`config.mk`:
```
export PLATFORM = sky130hd
export DESIGN_NAME = pae_alarm
export DESIGN_NICKNAME = d
export VERILOG_FILES = /design/src/rtl/pae_alarm.v /design/src/rtl/pae_delay.v
export VERILOG_INCLUDE_DIRS = /design/src /design/src/rtl
export SDC_FILE = /design/constraint.sdc
export NUM_CORES = 1
export LEC_CHECK = 0
export ABC_AREA = 1
export BUFFER_PORTS_ARGS = -buffer_cell sky130_fd_sc_hd__buf_4
export CAP_MARGIN = 25
export CORE_ASPECT_RATIO = 0.6
export CORE_MARGIN = 2
export CORE_UTILIZATION = 55
export DETAILED_ROUTE_END_ITERATION = 8
export GPL_TIMING_DRIVEN = 0
export HOLD_SLACK_MARGIN = 0.15
export PLACE_DENSITY = 0.71
export SYNTH_ARGS = -nofsm -noshare
export SYNTH_HDL_FRONTEND = slang
export SYNTH_SLANG_ARGS = --single-unit
```
`constraint.sdc`:
```
create_clock -name clk -period 20.6 [get_ports clk]
set_clock_uncertainty 0.1 [all_clocks]
set_input_delay 4.12 -clock clk [delete_from_list [all_inputs] [get_ports clk]]
set_output_delay 4.12 -clock clk [all_outputs]
set_load 0.005 [all_outputs]
```
`src/rtl/pae_defines.vh`:
```
// constants for the process alarm evaluator
`ifndef PAE_DEFINES_VH
`define PAE_DEFINES_VH
// ----------------------------------------
// sizes
// ----------------------------------------
`define PAE_AW 5
`define PAE_DW 16
`define PAE_TW 5
`define PAE_DLYW 10
`define PAE_NCH 2
`define PAE_NAUX 3
// ----------------------------------------
// register offsets
// ----------------------------------------
`define PAE_CH0_BASE 5'h00
`define PAE_CH1_BASE 5'h08
`define PAE_OFF_TYPE 5'h00
`define PAE_OFF_XVAL 5'h01
`define PAE_OFF_LOW 5'h02
`define PAE_OFF_HIGH 5'h03
`define PAE_OFF_HYST 5'h04
`define PAE_OFF_ON_DLY 5'h05
`define PAE_OFF_OFF_DLY 5'h06
`define PAE_ADDR_ASSIGN 5'h10
`define PAE_ADDR_CTRL 5'h11
`define PAE_ADDR_STATUS 5'h12
// ----------------------------------------
// reset values
// ----------------------------------------
`define PAE_RST_TYPE 5'h02
`define PAE_RST_VAL 16'h0000
`define PAE_RST_HYST 16'h0001
`define PAE_RST_DLY 10'h000
`define PAE_RST_ASSIGN 6'h00
// ----------------------------------------
// alarm type codes
// ----------------------------------------
`define PAE_T_OFF 5'h00
`define PAE_T_BAND_OUT 5'h01
`define PAE_T_DEV_UP 5'h02
`define PAE_T_DEV_DN 5'h03
`define PAE_T_BAND_IN 5'h04
`define PAE_T_BAND_OUT_SB 5'h05
`define PAE_T_DEV_UP_SB 5'h06
`define PAE_T_DEV_DN_SB 5'h07
`define PAE_T_ABS_UP 5'h08
`define PAE_T_ABS_DN 5'h09
`define PAE_T_ABS_UP_SB 5'h0A
`define PAE_T_ABS_DN_SB 5'h0B
`define PAE_T_LOOP 5'h0C
`define PAE_T_RATE 5'h0D
`define PAE_T_SP_UP 5'h0E
`define PAE_T_SP_DN 5'h0F
`define PAE_T_MV_UP 5'h10
`define PAE_T_MV_DN 5'h11
// ----------------------------------------
// timing
// ----------------------------------------
`define PAE_CLK_PERIOD_NS 4
`define PAE_SECOND_NS 1000000000
`define PAE_DLY_MAX 10'h3E7
`endif

```
`src/rtl/pae_alarm.v`:
```
// process alarm evaluator top level
`include "pae_defines.vh"
// What this block does
// - every channel keeps its own type code, off or one of seventeen types (sixteen on channel 2, no type 12)
// - after reset each channel type code is 2, deviation upper limit
// - each channel has on and off delays of 0 to 999 seconds
// - aux outputs follow only the channel assigned to them
// - heater models: channel 1 is heater alarm, type hidden until assigned
// - type 1: alarm when value outside set point minus L to plus H
// - type 2: alarm when value at or above set point plus signed X
// - type 3: alarm when value at or below set point minus X
// - type 4: alarm when value inside set point minus L to plus H
// - types 1, 4, 5 keep separate lower and upper limits
// - types 5, 6, 7 act as 1, 2, 3 plus standby
// - type 5 stays off while upper and lower hysteresis regions overlap
// - type 8: alarm when process value above X, set point ignored
// - type 9: alarm when process value below X, set point ignored
// - types 10, 11 act as 8, 9 plus standby
// - type 12, loop burnout, accepted by channel 1 only
// - type 14: alarm when set point above X
// - type 15: alarm when set point below X
// - type 16: alarm when manipulated variable above X
// - type 17: alarm when manipulated variable below X
// - heat/cool: 16 uses heating, 17 cooling, negative X always on
module pae_alarm #(
   parameter SEC_CYCLES = `PAE_SECOND_NS / `PAE_CLK_PERIOD_NS
) (
   input wire clk,
   input wire resetn,
   input wire [`PAE_AW-1:0] reg_addr,
   input wire [`PAE_DW-1:0] reg_wdata,
   input wire reg_wr,
   input wire reg_rd,
   output reg [`PAE_DW-1:0] reg_rdata_q,
   input wire [`PAE_DW-1:0] process_value,
   input wire [`PAE_DW-1:0] set_point,
   input wire set_point_change,
   input wire [`PAE_DW-1:0] manipulated_variable,
   input wire [`PAE_DW-1:0] cooling_variable,
   input wire loop_burnout_alarm,
   input wire heater_alarm,
   input wire heater_model,
   output reg [`PAE_NAUX-1:0] aux_out_q,
   output reg [`PAE_NCH-1:0] alarm_state_q
);
   // ----------------------------------------
   // helpers
   // ----------------------------------------
   function reg_hit;
      input [`PAE_AW-1:0] a;
      input [`PAE_AW-1:0] base;
      input [`PAE_AW-1:0] off;
      begin
         reg_hit = (a == base + off);
      end
   endfunction

   function type_ok;
      input [`PAE_TW-1:0] code;
      input first_ch;
      begin
         type_ok = (code <= `PAE_T_MV_DN) && ((code != `PAE_T_LOOP) || first_ch);
      end
   endfunction

   function has_standby;
      input [`PAE_TW-1:0] code;
      begin
         has_standby = (code == `PAE_T_BAND_OUT_SB) || (code == `PAE_T_DEV_UP_SB) ||
            (code == `PAE_T_DEV_DN_SB) || (code == `PAE_T_ABS_UP_SB) ||
            (code == `PAE_T_ABS_DN_SB);
      end
   endfunction

   function is_band;
      input [`PAE_TW-1:0] code;
      begin
         is_band = (code == `PAE_T_BAND_OUT) || (code == `PAE_T_BAND_IN) ||
            (code == `PAE_T_BAND_OUT_SB);
      end
   endfunction

   function pick;
      input [1:0] sel;
      input [`PAE_NCH-1:0] ch;
      begin
         case (sel)
            2'h1: pick = ch[0];
            2'h2: pick = ch[1];
            default: pick = 1'b0;
         endcase
      end
   endfunction

   // ----------------------------------------
   // one second tick
   // ----------------------------------------
   reg [27:0] div_q;
   reg sec_tick_q;
   always @(posedge clk or negedge resetn)
   begin
      if (!resetn)
      begin
         div_q <= 28'h0000000;
         sec_tick_q <= 1'b0;
      end
      else if (div_q == SEC_CYCLES[27:0] - 28'h0000001)
      begin
         div_q <= 28'h0000000;
         sec_tick_q <= 1'b1;
      end
      else
      begin
         div_q <= div_q + 28'h0000001;
         sec_tick_q <= 1'b0;
      end
   end

   // ----------------------------------------
   // global registers
   // ----------------------------------------
   reg [5:0] assign_q;
   reg heat_cool_q;
   reg armed_q;
   reg heater_mode_q;
   wire assign_wr;
   wire [`PAE_NCH-1:0] raw;
   wire [`PAE_NCH-1:0] stby;
   wire [`PAE_NCH-1:0] dly_out;
   wire [`PAE_DW-1:0] ch_rd0;
   wire [`PAE_DW-1:0] ch_rd1;
   wire [`PAE_DW-1:0] ch_rd [0:`PAE_NCH-1];

   assign assign_wr = reg_wr && (reg_addr == `PAE_ADDR_ASSIGN);

   always @(posedge clk or negedge resetn)
   begin
      if (!resetn)
      begin
         assign_q <= `PAE_RST_ASSIGN;
         heat_cool_q <= 1'b0;
         armed_q <= 1'b0;
         heater_mode_q <= 1'b0;
      end
      else
      begin
         armed_q <= 1'b1;
         if (assign_wr)
            assign_q <= reg_wdata[5:0];
         if (reg_wr && (reg_addr == `PAE_ADDR_CTRL))
            heat_cool_q <= reg_wdata[0];
         // strap taken on first edge after release
         if (!armed_q)
            heater_mode_q <= heater_model;
         else if (assign_wr && ((reg_wdata[1:0] == 2'h1) || (reg_wdata[3:2] == 2'h1) ||
            (reg_wdata[5:4] == 2'h1)))
            heater_mode_q <= 1'b0;
      end
   end

   // ----------------------------------------
   // alarm channels
   // ----------------------------------------
   genvar gi;
   generate
      for (gi = 0; gi < `PAE_NCH; gi = gi + 1)
      begin : g_ch
         localparam [`PAE_AW-1:0] BASE = (gi == 0) ? `PAE_CH0_BASE : `PAE_CH1_BASE;
         localparam FIRST = (gi == 0);
         reg [`PAE_TW-1:0] type_q;
         reg [`PAE_DW-1:0] xval_q;
         reg [`PAE_DW-1:0] low_q;
         reg [`PAE_DW-1:0] high_q;
         reg [`PAE_DW-1:0] hyst_q;
         reg [`PAE_DLYW-1:0] on_dly_q;
         reg [`PAE_DLYW-1:0] off_dly_q;
         reg up_q;
         reg dn_q;
         reg sb_q;
         reg [`PAE_DW-1:0] rd_d;
         reg signed [17:0] subj;
         reg signed [17:0] thr_up;
         reg signed [17:0] thr_dn;
         reg strict;
         reg res;
         reg up_d;
         reg dn_d;
         wire signed [17:0] pv_s;
         wire signed [17:0] sp_s;
         wire signed [17:0] x_s;
         wire signed [17:0] hy_s;
         wire type_wr;
         wire hidden;

         assign pv_s = {{2{process_value[15]}}, process_value};
         assign sp_s = {{2{set_point[15]}}, set_point};
         assign x_s = {{2{xval_q[15]}}, xval_q};
         assign hy_s = {2'b00, hyst_q};
         assign type_wr = reg_wr && reg_hit(reg_addr, BASE, `PAE_OFF_TYPE);
         assign hidden = FIRST && heater_mode_q;

         // register writes
         always @(posedge clk or negedge resetn)
         begin
            if (!resetn)
            begin
               type_q <= `PAE_RST_TYPE;
               xval_q <= `PAE_RST_VAL;
               low_q <= `PAE_RST_VAL;
               high_q <= `PAE_RST_VAL;
               hyst_q <= `PAE_RST_HYST;
               on_dly_q <= `PAE_RST_DLY;
               off_dly_q <= `PAE_RST_DLY;
            end
            else if (reg_wr)
            begin
               if (type_wr && type_ok(reg_wdata[4:0], FIRST))
                  type_q <= reg_wdata[4:0];
               if (reg_hit(reg_addr, BASE, `PAE_OFF_XVAL))
                  xval_q <= reg_wdata;
               if (reg_hit(reg_addr, BASE, `PAE_OFF_LOW))
                  low_q <= reg_wdata;
               if (reg_hit(reg_addr, BASE, `PAE_OFF_HIGH))
                  high_q <= reg_wdata;
               if (reg_hit(reg_addr, BASE, `PAE_OFF_HYST))
                  hyst_q <= reg_wdata;
               if (reg_hit(reg_addr, BASE, `PAE_OFF_ON_DLY) && reg_wdata[9:0] <= `PAE_DLY_MAX)
                  on_dly_q <= reg_wdata[9:0];
               if (reg_hit(reg_addr, BASE, `PAE_OFF_OFF_DLY) && reg_wdata[9:0] <= `PAE_DLY_MAX)
                  off_dly_q <= reg_wdata[9:0];
            end
         end

         // subject and thresholds
         always @*
         begin
            subj = pv_s;
            strict = 1'b0;
            thr_up = sp_s + (is_band(type_q) ? {{2{high_q[15]}}, high_q} : x_s);
            thr_dn = sp_s - (is_band(type_q) ? {{2{low_q[15]}}, low_q} : x_s);
            case (type_q)
               `PAE_T_ABS_UP, `PAE_T_ABS_DN, `PAE_T_ABS_UP_SB, `PAE_T_ABS_DN_SB:
               begin
                  strict = 1'b1;
                  thr_up = x_s;
                  thr_dn = x_s;
               end
               `PAE_T_SP_UP, `PAE_T_SP_DN:
               begin
                  subj = sp_s;
                  strict = 1'b1;
                  thr_up = x_s;
                  thr_dn = x_s;
               end
               `PAE_T_MV_UP:
               begin
                  subj = {{2{manipulated_variable[15]}}, manipulated_variable};
                  strict = 1'b1;
                  thr_up = x_s;
                  thr_dn = x_s;
               end
               `PAE_T_MV_DN:
               begin
                  subj = heat_cool_q ? {{2{cooling_variable[15]}}, cooling_variable} :
                     {{2{manipulated_variable[15]}}, manipulated_variable};
                  strict = 1'b1;
                  thr_up = x_s;
                  thr_dn = x_s;
               end
               default:
               begin
                  subj = pv_s;
               end
            endcase
            // hysteresis on both comparison flags
            if (up_q)
               up_d = !(subj < thr_up - hy_s);
            else
               up_d = strict ? (subj > thr_up) : (subj >= thr_up);
            if (dn_q)
               dn_d = !(subj > thr_dn + hy_s);
            else
               dn_d = strict ? (subj < thr_dn) : (subj <= thr_dn);
         end

         // result by type
         always @*
         begin
            case (type_q)
               `PAE_T_BAND_OUT, `PAE_T_BAND_OUT_SB:
               begin
                  res = up_q || dn_q;
                  if ((type_q == `PAE_T_BAND_OUT_SB) && (thr_up - hy_s <= thr_dn + hy_s))
                     res = 1'b0;
               end
               `PAE_T_DEV_UP, `PAE_T_DEV_UP_SB, `PAE_T_ABS_UP, `PAE_T_ABS_UP_SB,
               `PAE_T_SP_UP:
                  res = up_q;
               `PAE_T_DEV_DN, `PAE_T_DEV_DN_SB, `PAE_T_ABS_DN, `PAE_T_ABS_DN_SB,
               `PAE_T_SP_DN:
                  res = dn_q;
               `PAE_T_BAND_IN:
                  res = !up_q && !dn_q;
               `PAE_T_LOOP:
                  res = FIRST && loop_burnout_alarm;
               `PAE_T_MV_UP:
                  res = up_q || (heat_cool_q && xval_q[15]);
               `PAE_T_MV_DN:
                  res = dn_q || (heat_cool_q && xval_q[15]);
               default:
                  res = 1'b0;
            endcase
            if (hidden)
               res = heater_alarm;
         end

         // flags and standby
         always @(posedge clk or negedge resetn)
         begin
            if (!resetn)
            begin
               up_q <= 1'b0;
               dn_q <= 1'b0;
               sb_q <= 1'b1;
            end
            else
            begin
               up_q <= up_d;
               dn_q <= dn_d;
               if (set_point_change || type_wr)
                  sb_q <= 1'b1;
               else if (!res)
                  sb_q <= 1'b0;
            end
         end

         assign stby[gi] = sb_q;
         assign raw[gi] = res && !(has_standby(type_q) && sb_q && !hidden);

         // read mux
         always @*
         begin
            rd_d = {`PAE_DW{1'b0}};
            if (reg_hit(reg_addr, BASE, `PAE_OFF_TYPE))
               rd_d = hidden ? {`PAE_DW{1'b0}} : {11'h000, type_q};
            else if (reg_hit(reg_addr, BASE, `PAE_OFF_XVAL))
               rd_d = xval_q;
            else if (reg_hit(reg_addr, BASE, `PAE_OFF_LOW))
               rd_d = low_q;
            else if (reg_hit(reg_addr, BASE, `PAE_OFF_HIGH))
               rd_d = high_q;
            else if (reg_hit(reg_addr, BASE, `PAE_OFF_HYST))
               rd_d = hyst_q;
            else if (reg_hit(reg_addr, BASE, `PAE_OFF_ON_DLY))
               rd_d = {6'h00, on_dly_q};
            else if (reg_hit(reg_addr, BASE, `PAE_OFF_OFF_DLY))
               rd_d = {6'h00, off_dly_q};
         end
         assign ch_rd[gi] = rd_d;

         pae_delay u_dly (
            .clk(clk),
            .resetn(resetn),
            .sec_tick(sec_tick_q),
            .raw(raw[gi]),
            .on_dly(on_dly_q),
            .off_dly(off_dly_q),
            .out_q(dly_out[gi])
         );
      end
   endgenerate

   assign ch_rd0 = ch_rd[0];
   assign ch_rd1 = ch_rd[1];

   // ----------------------------------------
   // outputs and read data
   // ----------------------------------------
   always @(posedge clk or negedge resetn)
   begin
      if (!resetn)
      begin
         aux_out_q <= {`PAE_NAUX{1'b0}};
         alarm_state_q <= {`PAE_NCH{1'b0}};
         reg_rdata_q <= {`PAE_DW{1'b0}};
      end
      else
      begin
         aux_out_q[0] <= pick(assign_q[1:0], dly_out);
         aux_out_q[1] <= pick(assign_q[3:2], dly_out);
         aux_out_q[2] <= pick(assign_q[5:4], dly_out);
         alarm_state_q <= dly_out;
         if (!reg_rd)
            reg_rdata_q <= {`PAE_DW{1'b0}};
         else if (reg_addr == `PAE_ADDR_ASSIGN)
            reg_rdata_q <= {10'h000, assign_q};
         else if (reg_addr == `PAE_ADDR_CTRL)
            reg_rdata_q <= {15'h0000, heat_cool_q};
         else if (reg_addr == `PAE_ADDR_STATUS)
            reg_rdata_q <= {9'h000, heater_mode_q, stby, dly_out, raw};
         else
            reg_rdata_q <= ch_rd0 | ch_rd1;
      end
   end
endmodule // pae_alarm

```
`src/rtl/pae_delay.v`:
```
// on/off delay stage for one alarm channel
`include "pae_defines.vh"
module pae_delay (
   input wire clk,
   input wire resetn,
   input wire sec_tick,
   input wire raw,
   input wire [`PAE_DLYW-1:0] on_dly,
   input wire [`PAE_DLYW-1:0] off_dly,
   output reg out_q
);
   reg [`PAE_DLYW-1:0] cnt_q;
   wire [`PAE_DLYW-1:0] target;

   assign target = raw ? on_dly : off_dly;

   // ----------------------------------------
   // delay counter
   // ----------------------------------------
   always @(posedge clk or negedge resetn)
   begin
      if (!resetn)
      begin
         out_q <= 1'b0;
         cnt_q <= `PAE_RST_DLY;
      end
      else if (raw == out_q)
      begin
         cnt_q <= `PAE_RST_DLY;
      end
      else if (cnt_q >= target)
      begin
         out_q <= raw;
         cnt_q <= `PAE_RST_DLY;
      end
      else if (sec_tick)
      begin
         cnt_q <= cnt_q + 10'h001;
      end
   end
endmodule // pae_delay
```
==> flow_metrics.env <==
export IMPL_outcome="complete, no violations"
export IMPL_layout_drive_gt1_share=0.0542
export IMPL_routedWlPerCell_um=22.9
export IMPL_worst_pin_slew_ns=1.22
export IMPL_root_buffer="clkbuf_16"
export IMPL_end_kind="flop"
export IMPL_yosys_warnings=0
export IMPL_synth_edff_count=0
export IMPL_route_vias_total=26748
export IMPL_netlist_area_leader_share=0.259
export IMPL_avgViaCountPerCell=6.14
export IMPL_worst_ep_arrival_time_ns=14.13
export IMPL_fin_hold_ws_ns=0.360
export IMPL_cts_hold_buffers=0
export IMPL_crit_path_max_fanout=10
export IMPL_crit_type="in2reg"
export IMPL_period_minus_slack_ns=13.75
export IMPL_cts_setup_buffers=0
export IMPL_worstHoldPathType="reg2reg"
export IMPL_ant_nets=0
export IMPL_syn_inst=3601
export IMPL_row_count=60
export IMPL_cpPeakStageDelay_ns=0.83
export IMPL_ir_worst_vdd_v=0.000112
export IMPL_first_pass_iters=8
export IMPL_start_kind="primary input"
export IMPL_insertion_delay_ns=0.57
export IMPL_netlist_area_um2=25000
export IMPL_synth_main_ff_cell="dfrtp_1"
export IMPL_dpl_hpwl_um=81500
export IMPL_rsz0062_at_grt="no"
export IMPL_antenna_found_initial=3
export IMPL_synth_area_per_cell_um2=6.95
export IMPL_async_flop_share=1.00
export IMPL_initial_utilization=0.558
export IMPL_finalSetupViolations=0
export IMPL_drv_slew=0
export IMPL_max_slew_margin_rel=0.176
export IMPL_maxCapViolations=0
export IMPL_postSynthNetCount=4032
export IMPL_grt_usage=0.415
export IMPL_routabilityCongestion=1.04
export IMPL_ys_seq_area_frac=0.265
export IMPL_power_density_nw_per_um2=169
export IMPL_yosys_top_cells_area="dfrtp_1, ha_1, nand2_1, o21ai_0, inv_1"
export IMPL_fmax_ghz=0.0727
export IMPL_n_fill_cell=4207
export IMPL_synthTopCellsByCount="nand2_1, inv_1, o21ai_0, ha_1, a21oi_1"
export IMPL_die_area_um2=47300
export IMPL_core_area_um2=44900
export IMPL_cts_tree="built"
export IMPL_clock_path_buffers=3
export IMPL_critPathSlowestCell="nor3_1"
export IMPL_io_pins=114
export IMPL_finalNetCount=4175
export IMPL_synth_most_common_cell="nand2_1"
export IMPL_worstPathRequired_ns=20.98
export IMPL_drc=0
export IMPL_grt_first_pass_wirelength_um=148000
export IMPL_die_x_um=279
export IMPL_crit_path_frequent_cell="inv_1"
export IMPL_yosysTopAreaCell="dfrtp_1"
export IMPL_port_buffers=106
export IMPL_cts_sinks=265
export IMPL_dr_first_iter_drc_count=3768
export IMPL_p_leak_uw=0.0145
export IMPL_fin_crit_sh=0.667
export IMPL_path_clk_slew_ns=0.07
export IMPL_cts_buffers=26
export IMPL_antenna_cells=0
export IMPL_first_global_vias=24547
export IMPL_grt_max_degree=118
export IMPL_post_cts_resized=0
export IMPL_dieHeight_um=169
export IMPL_overflow=0
export IMPL_hold_viol=0
export IMPL_synth_cell_types=61
export IMPL_syn2layout_area_growth_pct=9.94
export IMPL_fin_tns_setup_ns=0
export IMPL_totalWireLength_um=99600
export IMPL_synth_seq_cells=265
export IMPL_r2r_setup_slack_ns=8.03
export IMPL_cts_htree_levels=1
==> worst max-delay path: cells and delay by family <==
family	cells	cell delay, ns
AND/OR/NAND/NOR	16	3.19
AO/OA/AOI/OAI	16	2.95
adder cells (fa/ha/maj)	5	1.83
buffers and inverters	12	1.81
XOR/XNOR	1	0.18
==> sequential cells by signal, summed over array words and instances (netlist names), 3 cells and up <==
| signal | count |
|---|---|
| g_ch.high_q | 32 |
| g_ch.hyst_q | 32 |
| g_ch.low_q | 32 |
| g_ch.xval_q | 32 |
| div_q | 28 |
| g_ch.off_dly_q | 20 |
| g_ch.on_dly_q | 20 |
| g_ch.u_dly.cnt_q | 20 |
| reg_rdata_q | 16 |
| g_ch.type_q | 10 |
| assign_q | 6 |
| aux_out_q | 3 |
==> final timing paths <==
check | depth (start not counted) | startpoint | endpoint
max in group asynchronous | 2 | resetn | g_ch[0].dn_q
min | 1 | armed_q | g_ch[0].hidden
min reg2reg | 1 | armed_q | g_ch[0].hidden
max | 50 | set_point[0] | g_ch[1].u_dly.cnt_q[0]
min in group asynchronous | 1 | resetn | div_q[23]
max reg2reg | 49 | g_ch[1].type_q[3] | g_ch[1].u_dly.cnt_q[0]
==> where the power goes <==
part | internal, µW | total (µW) | leakage [µW] | switching [µW]
Sequential | 602 | 690 | 0.00338 | 88.0
Clock | 271 | 493 | 0.000405 | 222
Combinational | 1190 | 3470 | 0.0107 | 2280
Total | 2060 | 4650 | 0.0145 | 2590
==> per-layer routing <==
layer / part of all wire / GRT usage / up-vias
met2: 0.36 / 0.533 / 1705
met3: 0.18 / 0.193 / 181
met5: 0.00021 / 0 / -
li1: - / - / 12376
met4: 0.024 / 0.0935 / 4
met1: 0.44 / 0.618 / 12482
==> stage by stage <==
| step | area [µm²] | setup slack (ns) | power (µW) | std cells | util |
|---|---|---|---|---|---|
| 3_3_place_gp | 26600 | 7.07 | 3870 | 4296 | 0.592 |
| 5_1_grt | 27500 | 6.52 | 5080 | 4353 | 0.613 |
| 3_5_place_dp | 26700 | 6.96 | 3990 | 4301 | 0.594 |
| 4_1_cts | 27500 | 7.49 | 4500 | 4349 | 0.613 |
| 2_1_floorplan | 25000 | 10.23 | 2990 | 3601 | - |
| 6_report | 27500 | 6.85 | 4650 | 4353 | 0.613 |
==> layout by cell type, fill, tap and decap left out, types with 5 or more instances in the layout <==
cell | netlist | layout
nor3b_1 | 5 | 5
xnor2_1 | 33 | 33
a21oi_1 | 285 | 285
a21o_1 | 9 | 9
nand4_1 | 38 | 38
nand2_1 | 786 | 786
a221o_1 | 6 | 6
a22oi_1 | 7 | 7
o22ai_1 | 54 | 54
ha_1 | 330 | 330
o221ai_1 | 13 | 13
or2_2 | 16 | 16
a211oi_1 | 16 | 16
o21ai_1 | 5 | 6
clkbuf_1 | 93 | 103
mux2i_1 | 7 | 7
nand3b_1 | 5 | 5
nor4_1 | 15 | 15
o2111ai_1 | 6 | 6
nand3_1 | 160 | 160
dfrtp_1 | 259 | 259
o211ai_1 | 16 | 16
a21boi_0 | 6 | 6
o21ai_0 | 434 | 433
o21bai_1 | 19 | 19
clkbuf_16 | 0 | 26
xor2_1 | 77 | 77
o21a_1 | 7 | 7
a221oi_1 | 15 | 15
inv_1 | 548 | 548
buf_4 | 0 | 111
dfstp_2 | 6 | 6
fa_1 | 8 | 8
inv_2 | 5 | 5
nor3_1 | 40 | 40
nor2_1 | 208 | 208
a31oi_1 | 19 | 19
==> kinds of logic (layout without fill, tap and decap cells) <==
kind of cell	Yosys count	after routing	synth area share
AOI/OAI and AO/OA	934	934	0.207
buffers and inverters	654	817	0.0988
and+or+nand+nor	1292	1292	0.216
muxes	7	7	0.00280
DFF	265	265	0.265
adders and majority gates	338	338	0.171
other	1	1	0.000150
xor gates and xnor gates	110	110	0.0385
==> final cells by class <==
cell class | count | area [µm²] | share of cell area
clock buffers | 39 | 729 | 0.0265
flip-flops and latches | 265 | 6640 | 0.241
plain buffers | 99 | 390 | 0.0142
multi-input cells | 2682 | 15900 | 0.579
well taps | 589 | 737 | 0.0268
repair buffers | 115 | 908 | 0.0330
inverters | 555 | 2080 | 0.0757
clock inverters | 9 | 115 | 0.00418
(Power assumes the default switching activity.)
